==> src/cig_pkg.sv <==
/*
 * Constants, register map and state encoding of the interrupt and guard unit.
 * Assumes nothing beyond a SystemVerilog compiler.
 */
package cig_pkg;
   // Data-space register addresses
   localparam logic [7:0] ADDR_GUARD = 8'h3C;
   localparam logic [7:0] ADDR_SP_LOW = 8'h3D;
   localparam logic [7:0] ADDR_SP_HIGH = 8'h3E;
   localparam logic [7:0] ADDR_FLAGS = 8'h5F;
   localparam logic [7:0] IO_OFFSET = 8'h20;
   // Guard signatures and read-back bits
   localparam logic [7:0] SIG_PROT_UNLOCK = 8'hD8;
   localparam logic [7:0] SIG_SELF_PROG = 8'hE7;
   localparam int GUARD_IO_BIT = 0;
   localparam int GUARD_SP_BIT = 1;
   localparam logic [2:0] GUARD_INSTR = 3'h4;
   localparam logic [7:0] GUARD_RESET = 8'h00;
   // Flag register layout and reset
   localparam int GIE_BIT = 7;
   localparam int SIGN_BIT = 4;
   localparam int OVF_BIT = 3;
   localparam int NEG_BIT = 2;
   localparam logic [7:0] FLAGS_RESET = 8'h00;
   // Cycle counts
   localparam logic [2:0] ENTRY_CYCLES = 3'h4;
   localparam logic [2:0] WAKE_CYCLES = 3'h4;
   localparam logic [2:0] RETURN_CYCLES = 3'h4;
   // Stack pointer reset, the last SRAM byte
   localparam logic [15:0] LAST_SRAM_ADDRESS = 16'h005F;
   // Sequencer states
   typedef enum logic [3:0] {
      ST_RUN = 4'h1,
      ST_WAKE = 4'h2,
      ST_ENTRY = 4'h4,
      ST_RETURN = 4'h8
   } cig_state_e;
endpackage

==> src/cig_link_if.sv <==
/*
 * Carrier between the top unit, the request tracker and the guard.
 * Assumes all users run on the one CPU clock.
 */
`timescale 1ns/1ns
`default_nettype none
interface cig_link_if #(parameter int N = 8);
   logic [N-1:0] pending;
   logic [N-1:0] flags;
   logic [N-1:0] hwClear;
   logic pendAny;
   logic [$clog2(N)-1:0] pendIdx;
   logic guardWrite;
   logic [7:0] guardData;
   logic instrDone;
   logic unlockIo;
   logic unlockProg;
   modport track (input hwClear, output pending, flags, pendAny, pendIdx);
   modport guard (input guardWrite, guardData, instrDone, output unlockIo, unlockProg);
   modport core (output hwClear, guardWrite, guardData, instrDone,
                 input pending, flags, pendAny, pendIdx, unlockIo, unlockProg);
endinterface
`default_nettype wire

==> src/cig_unit.sv <==
/*
 * Interrupt acceptance, entry, return and core registers of the 8-bit core:
 * flag register, stack pointer pair and configuration change guard.
 * Assumes the sequencer pulses instrDone at each instruction end, with the
 * instr* strobes describing that instruction, and returns stack read data
 * one cycle after stackRd.
 */
// Contract
// - Request taken only when its own enable and the global enable are set.
// - Lower vector wins; reset first, external request zero next.
// - Accepting an interrupt clears the global enable.
// - Return instruction sets the global enable; software may set it earlier.
// - Vectoring clears the flag of the serviced flag-type source.
// - Writing one clears a flag; writing zero leaves it.
// - Flags raised while disabled are held and serviced later by priority.
// - Level requests act only while present; vanished ones are lost.
// - After return one main instruction runs before any new request.
// - Global disable acts at once, even against a simultaneous request.
// - After global enable the following instruction runs before any request.
// - Entry takes four cycles pushing the PC, after the current instruction.
// - Wake from sleep adds four cycles to entry.
// - Return takes four cycles: pop PC, stack pointer plus two, enable set.
// - Signature D8 unlocks protected registers four instructions; interrupts wait.
// - Guard bit 0 reads one while unlocked; bits 7 to 2 read zero.
// - Signature E7 sets guard bit 1 for four instructions, then clears.
// - Guard bits 0 and 1 readable; other bits write-only, read zero.
// - Stack pointer is high byte and low byte, resets to last SRAM address.
// - Flag register at data address 5F, I/O address 3F.
// - Sign flag always equals negative xor overflow.
`timescale 1ns/1ns
`default_nettype none
module cig_unit #(
   parameter int N = 8,
   parameter logic [N-1:0] LEVEL_MASK = '0,
   parameter int PC_W = 9
) (
   input wire logic clock,
   input wire logic srst,
   input wire logic [7:0] busAddr,
   input wire logic busIoSpace,
   input wire logic busWrite,
   input wire logic busRead,
   input wire logic [7:0] busWdata,
   output logic [7:0] busRdata,
   input wire logic instrDone,
   input wire logic instrSei,
   input wire logic instrDis,
   input wire logic instrExit,
   input wire logic sleeping,
   input wire logic aluWe,
   input wire logic [7:0] aluFlags,
   input wire logic [PC_W-1:0] pcIn,
   input wire logic [N-1:0] srcCond,
   input wire logic [N-1:0] srcEnable,
   input wire logic [N-1:0] swClear,
   input wire logic [7:0] stackRdData,
   output logic [7:0] flagsOut,
   output logic [15:0] stackPtr,
   output logic [15:0] stackAddr,
   output logic stackWe,
   output logic stackRd,
   output logic [7:0] stackWdata,
   output logic coreHold,
   output logic vectorValid,
   output logic [$clog2(N)-1:0] vectorIdx,
   output logic returnValid,
   output logic [PC_W-1:0] returnPc,
   output logic unlockIo,
   output logic unlockProg
);
   cig_link_if #(.N(N)) link ();
   cig_pkg::cig_state_e state;
   logic [2:0] cnt;
   logic [7:0] addr;
   logic wrFlags;
   logic wrSpLo;
   logic wrSpHi;
   logic accept;
   logic retStart;
   logic [7:0] popHigh;
   logic [15:0] pcWide;
   logic [7:0] next_flags;

   // Elaboration check of the PC width
   if (PC_W < 1 || PC_W > 16) begin : g_bad_pc
      $error("cig_unit: PC_W must be 1..16");
   end

   ////////////////////////////////////////////////////////////////////////////
   // Submodules
   cig_track #(.N(N), .LEVEL_MASK(LEVEL_MASK)) u_track (
      .clock(clock),
      .srst(srst),
      .srcCond(srcCond),
      .srcEnable(srcEnable),
      .swClear(swClear),
      .link(link.track)
   );

   cig_guard u_guard (
      .clock(clock),
      .srst(srst),
      .link(link.guard)
   );

   ////////////////////////////////////////////////////////////////////////////
   // Address decode; I/O instructions address 0x20 lower
   assign addr = busIoSpace ? 8'(busAddr + cig_pkg::IO_OFFSET) : busAddr;
   assign wrFlags = busWrite && addr == cig_pkg::ADDR_FLAGS;
   assign wrSpLo = busWrite && addr == cig_pkg::ADDR_SP_LOW;
   assign wrSpHi = busWrite && addr == cig_pkg::ADDR_SP_HIGH;
   assign link.guardWrite = busWrite && addr == cig_pkg::ADDR_GUARD;
   assign link.guardData = busWdata;
   assign link.instrDone = instrDone;
   assign unlockIo = link.unlockIo;
   assign unlockProg = link.unlockProg;
   assign pcWide = 16'(pcIn);

   // Acceptance only at an instruction end (or from sleep)
   assign accept = state == cig_pkg::ST_RUN && (instrDone || sleeping)
      && link.pendAny
      && flagsOut[cig_pkg::GIE_BIT]
      && !instrDis
      && !instrSei
      && !instrExit
      && !link.unlockIo && !link.unlockProg;
   assign retStart = state == cig_pkg::ST_RUN && instrDone && instrExit;

   // Serviced flag is cleared when the vector is taken
   assign link.hwClear = accept ? (N'(1) << link.pendIdx) : '0;

   ////////////////////////////////////////////////////////////////////////////
   // Sequencer: run, wake, entry, return
   always_ff @(posedge clock) begin
      if (srst) begin
         state <= cig_pkg::ST_RUN;
         cnt <= 3'h0;
      end else begin
         case (state)
            cig_pkg::ST_RUN: begin
               cnt <= 3'h0;
               if (accept) begin
                  state <= sleeping ? cig_pkg::ST_WAKE : cig_pkg::ST_ENTRY;
               end else if (retStart) begin
                  state <= cig_pkg::ST_RETURN;
               end
            end
            cig_pkg::ST_WAKE: begin
               cnt <= cnt + 3'h1;
               if (cnt == cig_pkg::WAKE_CYCLES - 3'h1) begin
                  cnt <= 3'h0;
                  state <= cig_pkg::ST_ENTRY;
               end
            end
            cig_pkg::ST_ENTRY: begin
               cnt <= cnt + 3'h1;
               if (cnt == cig_pkg::ENTRY_CYCLES - 3'h1) begin
                  state <= cig_pkg::ST_RUN;
               end
            end
            cig_pkg::ST_RETURN: begin
               cnt <= cnt + 3'h1;
               if (cnt == cig_pkg::RETURN_CYCLES - 3'h1) begin
                  state <= cig_pkg::ST_RUN;
               end
            end
            default: begin
               state <= cig_pkg::ST_RUN;
               cnt <= 3'h0;
            end
         endcase
      end
   end

   // Core hold while entering or returning
   always_ff @(posedge clock) begin
      if (srst) begin
         coreHold <= 1'b0;
      end else begin
         coreHold <= accept || retStart
            || (state != cig_pkg::ST_RUN && !(cnt == 3'h3 && state != cig_pkg::ST_WAKE));
      end
   end

   ////////////////////////////////////////////////////////////////////////////
   // Vector hand-off at the end of entry
   always_ff @(posedge clock) begin
      if (srst) begin
         vectorValid <= 1'b0;
         vectorIdx <= '0;
      end else begin
         vectorValid <= state == cig_pkg::ST_ENTRY && cnt == cig_pkg::ENTRY_CYCLES - 3'h1;
         if (accept) begin
            vectorIdx <= link.pendIdx;
         end
      end
   end

   ////////////////////////////////////////////////////////////////////////////
   // Stack traffic: push PC low then high, pop high then low
   always_ff @(posedge clock) begin
      if (srst) begin
         stackWe <= 1'b0;
         stackRd <= 1'b0;
         stackAddr <= 16'h0000;
         stackWdata <= 8'h00;
      end else begin
         stackWe <= 1'b0;
         stackRd <= 1'b0;
         if (state == cig_pkg::ST_ENTRY && cnt == 3'h0) begin
            stackWe <= 1'b1;
            stackAddr <= stackPtr;
            stackWdata <= pcWide[7:0];
         end else if (state == cig_pkg::ST_ENTRY && cnt == 3'h1) begin
            stackWe <= 1'b1;
            stackAddr <= stackPtr;
            stackWdata <= pcWide[15:8];
         end else if (state == cig_pkg::ST_RETURN && cnt == 3'h0) begin
            stackRd <= 1'b1;
            stackAddr <= stackPtr + 16'h0001;
         end else if (state == cig_pkg::ST_RETURN && cnt == 3'h1) begin
            stackRd <= 1'b1;
            stackAddr <= stackPtr + 16'h0002;
         end
      end
   end

   // Popped bytes and return address; read data lags stackRd by a cycle
   always_ff @(posedge clock) begin
      if (srst) begin
         popHigh <= 8'h00;
         returnPc <= '0;
         returnValid <= 1'b0;
      end else begin
         returnValid <= 1'b0;
         if (state == cig_pkg::ST_RETURN && cnt == 3'h2) begin
            popHigh <= stackRdData;
         end
         if (state == cig_pkg::ST_RETURN && cnt == cig_pkg::RETURN_CYCLES - 3'h1) begin
            returnPc <= PC_W'({popHigh, stackRdData});
            returnValid <= 1'b1;
         end
      end
   end

   ////////////////////////////////////////////////////////////////////////////
   // Stack pointer byte pair
   always_ff @(posedge clock) begin
      if (srst) begin
         stackPtr <= cig_pkg::LAST_SRAM_ADDRESS;
      end else if (state == cig_pkg::ST_ENTRY && cnt <= 3'h1) begin
         stackPtr <= stackPtr - 16'h0001;
      end else if (state == cig_pkg::ST_RETURN && cnt == cig_pkg::RETURN_CYCLES - 3'h1) begin
         stackPtr <= stackPtr + 16'h0002;
      end else begin
         if (wrSpHi) begin
            stackPtr[15:8] <= busWdata;
         end
         if (wrSpLo) begin
            stackPtr[7:0] <= busWdata;
         end
      end
   end

   ////////////////////////////////////////////////////////////////////////////
   // Flag register next value
   always_comb begin
      next_flags = flagsOut;
      if (aluWe) begin
         next_flags[6:0] = aluFlags[6:0];
      end
      if (wrFlags) begin
         next_flags = busWdata;
      end
      if (instrSei && instrDone) begin
         next_flags[cig_pkg::GIE_BIT] = 1'b1;
      end
      if (instrDis && instrDone) begin
         next_flags[cig_pkg::GIE_BIT] = 1'b0;
      end
      if (accept) begin
         next_flags[cig_pkg::GIE_BIT] = 1'b0;
      end
      if (state == cig_pkg::ST_RETURN && cnt == cig_pkg::RETURN_CYCLES - 3'h1) begin
         next_flags[cig_pkg::GIE_BIT] = 1'b1;
      end
      next_flags[cig_pkg::SIGN_BIT] = next_flags[cig_pkg::NEG_BIT] ^ next_flags[cig_pkg::OVF_BIT];
   end

   // Not saved on entry nor restored on return; software owns that
   always_ff @(posedge clock) begin
      if (srst) begin
         flagsOut <= cig_pkg::FLAGS_RESET;
      end else begin
         flagsOut <= next_flags;
      end
   end

   ////////////////////////////////////////////////////////////////////////////
   // Register read-back, one cycle after busRead
   always_ff @(posedge clock) begin
      if (srst) begin
         busRdata <= 8'h00;
      end else if (busRead) begin
         case (addr)
            cig_pkg::ADDR_GUARD: busRdata <= {6'h00, link.unlockProg, link.unlockIo};
            cig_pkg::ADDR_SP_LOW: busRdata <= stackPtr[7:0];
            cig_pkg::ADDR_SP_HIGH: busRdata <= stackPtr[15:8];
            cig_pkg::ADDR_FLAGS: busRdata <= flagsOut;
            default: busRdata <= 8'h00;
         endcase
      end
   end
endmodule
`default_nettype wire

==> src/cig_guard.sv <==
/*
 * Configuration change guard: signature detection and timed unlock windows.
 * Assumes instrDone pulses once per completed instruction.
 */
`timescale 1ns/1ns
`default_nettype none
module cig_guard (
   input wire logic clock,
   input wire logic srst,
   cig_link_if.guard link
);
   logic [2:0] left;

   ////////////////////////////////////////////////////////////////////////////
   // Window counter, counted in instructions
   always_ff @(posedge clock) begin
      if (srst) begin
         left <= 3'h0;
         link.unlockIo <= 1'b0;
         link.unlockProg <= 1'b0;
      end else if (link.guardWrite && link.guardData == cig_pkg::SIG_PROT_UNLOCK) begin
         left <= cig_pkg::GUARD_INSTR;
         link.unlockIo <= 1'b1;
         link.unlockProg <= 1'b0;
      end else if (link.guardWrite && link.guardData == cig_pkg::SIG_SELF_PROG) begin
         left <= cig_pkg::GUARD_INSTR;
         link.unlockIo <= 1'b0;
         link.unlockProg <= 1'b1;
      end else if (link.instrDone && left != 3'h0) begin
         left <= left - 3'h1;
         if (left == 3'h1) begin
            link.unlockIo <= 1'b0;
            link.unlockProg <= 1'b0;
         end
      end
   end
endmodule
`default_nettype wire

==> src/cig_track.sv <==
/*
 * Request tracker: latched flags, level requests, enables and fixed priority.
 * Assumes source conditions are already synchronous to the CPU clock.
 */
`timescale 1ns/1ns
`default_nettype none
module cig_track #(
   parameter int N = 8,
   parameter logic [N-1:0] LEVEL_MASK = '0
) (
   input wire logic clock,
   input wire logic srst,
   input wire logic [N-1:0] srcCond,
   input wire logic [N-1:0] srcEnable,
   input wire logic [N-1:0] swClear,
   cig_link_if.track link
);
   logic [N-1:0] flags;
   logic [N-1:0] req;

   // Elaboration check of the source count
   if (N < 2 || N > 32) begin : g_bad_n
      $error("cig_track: N must be 2..32");
   end

   ////////////////////////////////////////////////////////////////////////////
   // Sticky flags; a new event wins over either clear
   always_ff @(posedge clock) begin
      if (srst) begin
         flags <= '0;
      end else begin
         flags <= ((flags & ~(link.hwClear | swClear)) | srcCond) & ~LEVEL_MASK;
      end
   end

   // Flag sources use the flag, level sources the live condition
   assign req = ((flags & ~LEVEL_MASK) | (srcCond & LEVEL_MASK)) & srcEnable;
   assign link.pending = req;
   assign link.flags = flags;
   assign link.pendAny = |req;

   // Lowest index is the lowest vector and wins
   always_comb begin
      link.pendIdx = '0;
      for (int i = N - 1; i >= 0; i--) begin
         if (req[i]) begin
            link.pendIdx = i[$clog2(N)-1:0];
         end
      end
   end
endmodule
`default_nettype wire

==> config.mk <==
export PLATFORM = sky130hd
export DESIGN_NAME = cig_unit
export DESIGN_NICKNAME = d
export VERILOG_FILES = /design/src/cig_pkg.sv /design/src/cig_link_if.sv /design/src/cig_unit.sv /design/src/cig_guard.sv /design/src/cig_track.sv
export SDC_FILE = /design/constraint.sdc
export NUM_CORES = 1
export LEC_CHECK = 0
export BUFFER_PORTS_ARGS = -buffer_cell sky130_fd_sc_hd__buf_2
export CAP_MARGIN = 0
export CORE_ASPECT_RATIO = 0.7
export CORE_MARGIN = 2
export CORE_UTILIZATION = 48
export CTS_CLUSTER_SIZE = 30
export DETAILED_ROUTE_END_ITERATION = 8
export GPL_TIMING_DRIVEN = 0
export HOLD_SLACK_MARGIN = 0.06
export PLACE_DENSITY = 0.8
export SLEW_MARGIN = 15
export SYNTH_ARGS = -nofsm -noshare
export SYNTH_HDL_FRONTEND = slang
export SYNTH_HIERARCHICAL = 1
export SYNTH_SLANG_ARGS = --single-unit
export TNS_END_PERCENT = 5
==> constraint.sdc <==
create_clock -name clock -period 2.4 [get_ports clock]
set_clock_uncertainty 0.2 [all_clocks]
set_input_delay 0 -clock clock [delete_from_list [all_inputs] [get_ports clock]]
set_output_delay 0 -clock clock [all_outputs]
set_load 0.02 [all_outputs]
==> results.py, run 1 <==
metrics = {
    "run_status": {
        "status": "finished, violations left",
        "violations": "negative setup slack",
    },
    "cts": {
        "cts_buffers": 9,
        "cts_tree": "built",
        "cts.path.max_buffers": 2,
        "clk_latency_ps": 360,
        "htreeDepth": 3,
        "cts.sinks": 94,
        "cts_root_buf": "clkbuf_16",
        "clk_pin_slew_ps": 80,
    },
    "routing": {
        "routed_wl_um": 20800,
        "wire_per_inst_um": 18.8,
        "dr_total_vias": 6902,
        "first_pass_iters": 6,
        "ant_nets": 0,
        "drc": 0,
        "drtIter0Drc": 794,
        "post_drt_via_cell_ratio": 6.24,
    },
    "placed_design": {
        "hpwl_um": 13400,
        "dpl.cell_count": 1005,
        "pre_cts_ws_ps": -390,
        "gp_congestion": 1.02,
        "port_buffers": 146,
    },
    "global_routing": {
        "grt_pass1_vias": 6502,
        "gr-usage-all-layers_pct": 32.8,
        "antenna_found_initial": 0,
        "grt_max_degree": 19,
        "grt_pass1_wl_um": 32400,
        "overflow": 0,
    },
    "floorplan": {
        "fp.dieArea_um2": 12400,
        "die_h_um": 93.9,
        "core_um2": 11100,
        "dieWidth_um": 132,
        "ioPinCount": 151,
        "initial_core_util_pct": 49.8,
        "rows": 32,
    },
    "critical_path": {
        "path_cells": "buf_6 -> or4b_4 -> or4_4 -> or2_4 -> nor3_4 -> nor2_1 -> a21oi_1 -> nor2_1",
        "cp_common_cell": "nor2_1",
        "max_stage_delay_ps": 590,
        "startpoint_type": "flop",
        "path_max_fanout": 8,
        "end_kind": "flop",
        "worstPathRequired_ps": 2430,
        "arrival_ps": 2570,
        "slowest_stage": "or4_4",
        "critPathKind": "reg2reg",
    },
    "timing": {
        "finalMaxSlewViolations": 0,
        "finalCritPeriodShare_pct": 106,
        "maxClockFrequency_mhz": 393,
        "rsz0062_at_grt": "yes",
        "hold_viol": 0,
        "setup_viol": 15,
        "max_slew_margin_pct": 17.7,
        "post-route-min-period_ps": 2550,
        "finalWorstSetupSlack_ps": -146,
        "worstMarginPinSlew_ps": 1220,
    },
    "final_layout": {
        "multi_input_area_um2": 3570,
        "seqCellArea_um2": 1900,
        "final_nets": 1039,
        "drive_above_1_share_pct": 27.0,
        "layout.cells.non_filler": 1106,
        "fin_util_pct": 70.6,
        "area_growth_pct": 41.7,
        "diodes": 0,
        "n_fill_cell": 875,
    },
    "power_and_ir_drop": {
        "vdd_drop_max_mv": 0.361,
        "p_leak_nw": 3.25,
        "total_power_mw": 3.77,
        "p_per_area_nw_per_um2": 480,
    },
    "synthesis": {
        "synthesis.area_um2": 5540,
        "syn_nets": 797,
        "ys_warn_count": 6,
        "synth_cells": 706,
        "syn-mean-instance-area_um2": 7.85,
    },
    "run": {
        "max-cap-violations": 0,
    },
    "hold_path": {
        "hold_path.class": "in2reg",
    },
}
## placed cells by master, fill, tap and decap left out, types with 17 or more instances in the layout
master         instances
o21ai_0               23
buf_2                146
buf_4                 19
a21oi_1               48
nand3_1               25
a211oi_1              17
dlygate4sd3_1         72
nand2_1               81
a22oi_1               24
nor3_1                18
dfxtp_1               85
nor2_1                79
clkbuf_1              22
## per-stage QoR
step	area, um2	TNS, ps	hold WS [ps]
after floorplan	5580	-68.6	-135
after global placement	6500	-10420	2.43
after detailed placement	6500	-10140	14.8
after CTS	7760	-413	63.6
after global routing	7860	-2700	131
final	7860	-1110	66.6
## layout make-up
class                      count  area share [%]
clock buffer                   9            2.87
multi-input combinational    547            45.5
timing repair buffer         237            20.3
tap                          153            2.44
inverter                      18           0.892
sequential                    94            24.1
clock inverter                 7            1.12
buffer                        41            2.79
## per-layer routing
layer	routed length (um)	up-vias	track usage, %
li1	-	3091	-
met1	8400	3194	41.9
met2	8920	525	51.0
met3	2670	92	9.33
met4	829	0	16.1
met5	0	-	0
## power breakdown
part           total, mW  switching (mW)  internal, mW  leakage, nW
clock network       1.53           0.692         0.836        0.155
registers           1.64          0.0406          1.60        0.765
logic              0.596           0.308         0.288         2.33
total               3.77            1.04          2.73         3.25
## critical path: cells and delay by family, from the launching register on
family | cells | cell delay [ps]
DFF | 1 | 310
buffers and inverters | 1 | 130
and+or+nand+nor | 6 | 1650
AOI/OAI and AO/OA | 1 | 130
## sequential cells by signal, indices dropped and copies added, names as in the netlist, 4 cells and up
name and flops:
stackPtr 16, busRdata 8, stackAddr 16, state 4
stackWdata 8, returnPc 9, flagsOut 8, u_track/link.flags 8
## timing repair
| action | in CTS | in global routing |
|---|---|---|
| hold endpoints to repair | 67 | 0 |
| setup buffers | 13 | 6 |
| endpoints found under the setup margin | 49 | 48 |
| pin swaps | 15 | 12 |
| gates resized for setup | 47 | 28 |
| hold buffers | 72 | 0 |
## worst paths after layout
check,from,endpoint,slack [ps],cells past startpoint
min reg2reg,returnPc[6],returnPc[6],260,2
min,srcEnable[4],vectorIdx[1],70,6
max reg2reg,state[2],u_track/link.flags[0],-150,8
max,state[2],u_track/link.flags[0],-150,8
No activity file was read; power rests on OpenSTA's default activity.
==> run 2: changes to the inputs <==
--- a/config.mk
+++ b/config.mk
@@ -9,15 +9,14 @@
 export CAP_MARGIN = 0
 export CORE_ASPECT_RATIO = 0.7
 export CORE_MARGIN = 2
-export CORE_UTILIZATION = 48
+export CORE_UTILIZATION = 49
 export CTS_CLUSTER_SIZE = 30
 export DETAILED_ROUTE_END_ITERATION = 8
 export GPL_TIMING_DRIVEN = 0
 export HOLD_SLACK_MARGIN = 0.06
-export PLACE_DENSITY = 0.8
+export PLACE_DENSITY = 0.81
 export SLEW_MARGIN = 15
 export SYNTH_ARGS = -nofsm -noshare
 export SYNTH_HDL_FRONTEND = slang
-export SYNTH_HIERARCHICAL = 1
 export SYNTH_SLANG_ARGS = --single-unit
 export TNS_END_PERCENT = 5
==> run 2 against run 1 <==
The flow still finishes with violations (negative setup slack). Sequential power about the same. Routed wire length up 9.5%. Cell area grew 4.0%. Die area grew 1.9%.
==> results.py, run 2 <==
metrics = {
    "cts": {
        "htreeDepth": 3,
        "cts.sinks": 94,
        "cts_root_buf": "clkbuf_16",
        "clk_latency_ps": 360,
        "cts_tree": "built",
        "cts_buffers": 9,
        "clk_pin_slew_ps": 80,
        "cts.path.max_buffers": 2,
    },
    "synthesis": {
        "yosys.area.top_type": "dfxtp_1",
        "yosysTopAreaCellShare_pct": 32.6,
        "synth_ff_type": "dfxtp_1",
        "synth_edf_count": 0,
        "ys_seq_elements": 94,
        "ys_warn_count": 0,
        "ys_types": 83,
        "yosys-top-cells-area": "dfxtp_1 (33%), nand2_1 (4.7%), a21oi_1 (4.2%), nor2_1 (3.6%), ha_1 (3.3%)",
        "async_reset_ff_share_pct": 0,
        "synth_cells": 721,
        "syn-mean-instance-area_um2": 8.00,
        "netlist_top_cells_count": "dfxtp_1 (94), nand2_1 (72), nor2_1 (56)",
        "yosysMostFrequentCell": "dfxtp_1",
        "syn_nets": 812,
        "synthesis.area_um2": 5770,
        "synth-seq-area-share_pct": 32.6,
    },
    "timing": {
        "setup_viol": 6,
        "maxClockFrequency_mhz": 411,
        "finalCritPeriodShare_pct": 101,
        "finalWorstSetupSlack_ps": -35.0,
        "worst_hold_slack_ps": 10.5,
        "rsz0062_at_grt": "yes",
        "worstMarginPinSlew_ps": 967,
        "post-route-min-period_ps": 2440,
        "finalMaxSlewViolations": 0,
        "max_slew_margin_pct": 35.0,
        "hold_viol": 0,
    },
    "critical_path": {
        "rr_worst_depth": 6,
        "max_stage_delay_ps": 630,
        "slowest_stage": "clkbuf_1",
        "arrival_ps": 2470,
        "path_delay_family": "buffers and inverters",
        "startpoint_type": "input port",
        "reg2reg_slack_ps": -40,
        "critical_path_buf_inv_count": 5,
        "worstPathRequired_ps": 2430,
        "r2r-end": "stackPtr[13]",
        "path_max_fanout": 10,
        "end_kind": "flop",
        "r2r_start": "stackPtr[1]",
        "path_cells": "dlygate4sd3_1 -> buf_2 -> clkbuf_1 -> clkbuf_1 -> a211oi_1 -> dlygate4sd3_1",
        "critPathKind": "in2reg",
    },
    "floorplan": {
        "dieWidth_um": 134,
        "rows": 33,
        "die_h_um": 94.8,
        "core_um2": 11600,
        "fp.dieArea_um2": 12700,
        "initial_core_util_pct": 49.7,
        "ioPinCount": 151,
    },
    "run_status": {
        "status": "finished, violations left",
        "violations": "negative setup slack",
    },
    "final_layout": {
        "final_nets": 1050,
        "layout_common_cells": "buf_2 (148), dfxtp_1 (87), dlygate4sd3_1 (75)",
        "n_fill_cell": 893,
        "diodes": 0,
        "fin_area_um2": 8170,
        "area_growth_pct": 41.6,
        "layout_commonest_cell": "buf_2",
        "drive_above_1_share_pct": 27.7,
        "largestRegisters": "stackAddr (16), stackPtr (16), returnPc (9)",
    },
    "routing": {
        "first_pass_iters": 6,
        "drtIter0Drc": 869,
        "routed_wl_um": 22800,
        "ant_nets": 0,
        "dr_total_vias": 7084,
        "post_drt_via_cell_ratio": 6.32,
        "drc": 0,
        "wire_per_inst_um": 20.3,
    },
    "hold_path": {
        "worst_hold_path.endpoint": "busRdata[4]",
        "hp-start": "busAddr[3]",
        "hold_path.class": "in2reg",
        "hold_depth": 5,
    },
    "placed_design": {
        "place_area_um2": 6700,
        "port_buffers": 145,
        "gp_congestion": 1.04,
        "hpwl_um": 14600,
    },
    "global_routing": {
        "grt_max_degree": 17,
        "gr-usage-all-layers_pct": 35.2,
        "antenna_found_initial": 0,
        "grt_pass1_vias": 6613,
        "grt_pass1_wl_um": 34800,
        "overflow": 0,
    },
    "power_and_ir_drop": {
        "vdd_drop_max_mv": 0.362,
        "p_per_area_nw_per_um2": 460,
        "p_leak_nw": 3.27,
    },
    "run": {
        "max-cap-violations": 0,
    },
}
-- run 2: changes by cell type in the layout (fill, tap and decap cells not counted), sizes merged, moves of 5 or more --
cell    previous run  this run
a221oi             2        17
a222oi             7         1
a22oi             26        16
inv               23        32
nand2             83        72
nand2b             5        18
nand3             26        21
nor2              86        59
nor2b              3        11
nor4               5        11
or4                4         9
-- run 2: how the worst max path moves through the flow --
stage	startpoint	end	slack, ps	cells after the start
6_report	srst	flagsOut[3]	-40	6
5_1_grt	cnt[0]	stackAddr[14]	-150	7
4_1_cts	stackPtr[13]	stackPtr[15]	-60	6
3_5_place_dp	cnt[2]	stackPtr[11]	-540	6
3_3_place_gp	cnt[2]	stackPtr[11]	-500	6
2_1_floorplan	stackPtr[1]	stackPtr[10]	-5	8
-- run 2: area by class of cell --
cell class	instances	area (um2)	share of cell area, %
Clock buffer	10	239	2.93
Clock inverter	6	68.8	0.843
Sequential cell	94	1900	23.2
Timing Repair Buffer	233	1570	19.3
Tap cell	157	196	2.41
Multi-Input combinational cell	543	3790	46.4
Buffer	47	280	3.43
Inverter	31	123	1.50
-- run 2: what timing repair did --
action                                  CTS  global route
pin swaps                                 4            13
hold endpoints to repair                 65             4
resized for setup                        41            46
hold buffers                             74             1
endpoints found under the setup margin   44            59
buffers inserted                          9             4
-- run 2: cells by family (layout without fill, tap and decap cells) --
| group | after synthesis | after routing | share of synthesized area (%) |
|---|---|---|---|
| buffers and inverters | 84 | 327 | 6.25 |
| multiplexers | 15 | 15 | 2.60 |
| XOR/XNOR | 11 | 11 | 1.67 |
| adder cells (fa/ha/maj) | 15 | 15 | 3.25 |
| AO/OA/AOI/OAI | 233 | 233 | 28.8 |
| flip-flops | 94 | 94 | 32.6 |
| AND/OR/NAND/NOR | 269 | 269 | 24.8 |
-- run 2: worst min-delay path, stage by stage --
cell,delay [ps]
buf_2,100
o2111ai_2,150
nor4b_2,120
nand2_1,80
a221oi_1,70
-- run 2: report_power, final --
group | internal (mW) | total, mW | switching [mW]
Clock | 0.847 | 1.52 | 0.676
Combinational | 0.282 | 0.596 | 0.314
Sequential | 1.60 | 1.64 | 0.0342
-- run 2: stage by stage --
stage / setup TNS [ps] / setup WS, ps / std cells / utilization, % / power (mW)
after floorplan: -5.29 / -5.29 / 721 / - / 1.97
after global placement: -11180 / -503 / 1023 / 57.8 / 2.12
after detailed placement: -12800 / -540 / 1023 / 57.8 / 2.13
after CTS: -62.7 / -55.6 / 1118 / 68.7 / 3.71
after global routing: -980 / -149 / 1121 / 70.4 / 3.86
final: -129 / -35.0 / 1121 / 70.4 / 3.76
-- run 2: per-layer routing --
layer	GRT usage, %	routed length, um	vias up
met1	45.4	9220	3264
met2	55.8	9860	544
met3	10.6	2950	88
met5	0	0	-
li1	-	-	3188
met4	13.8	765	0
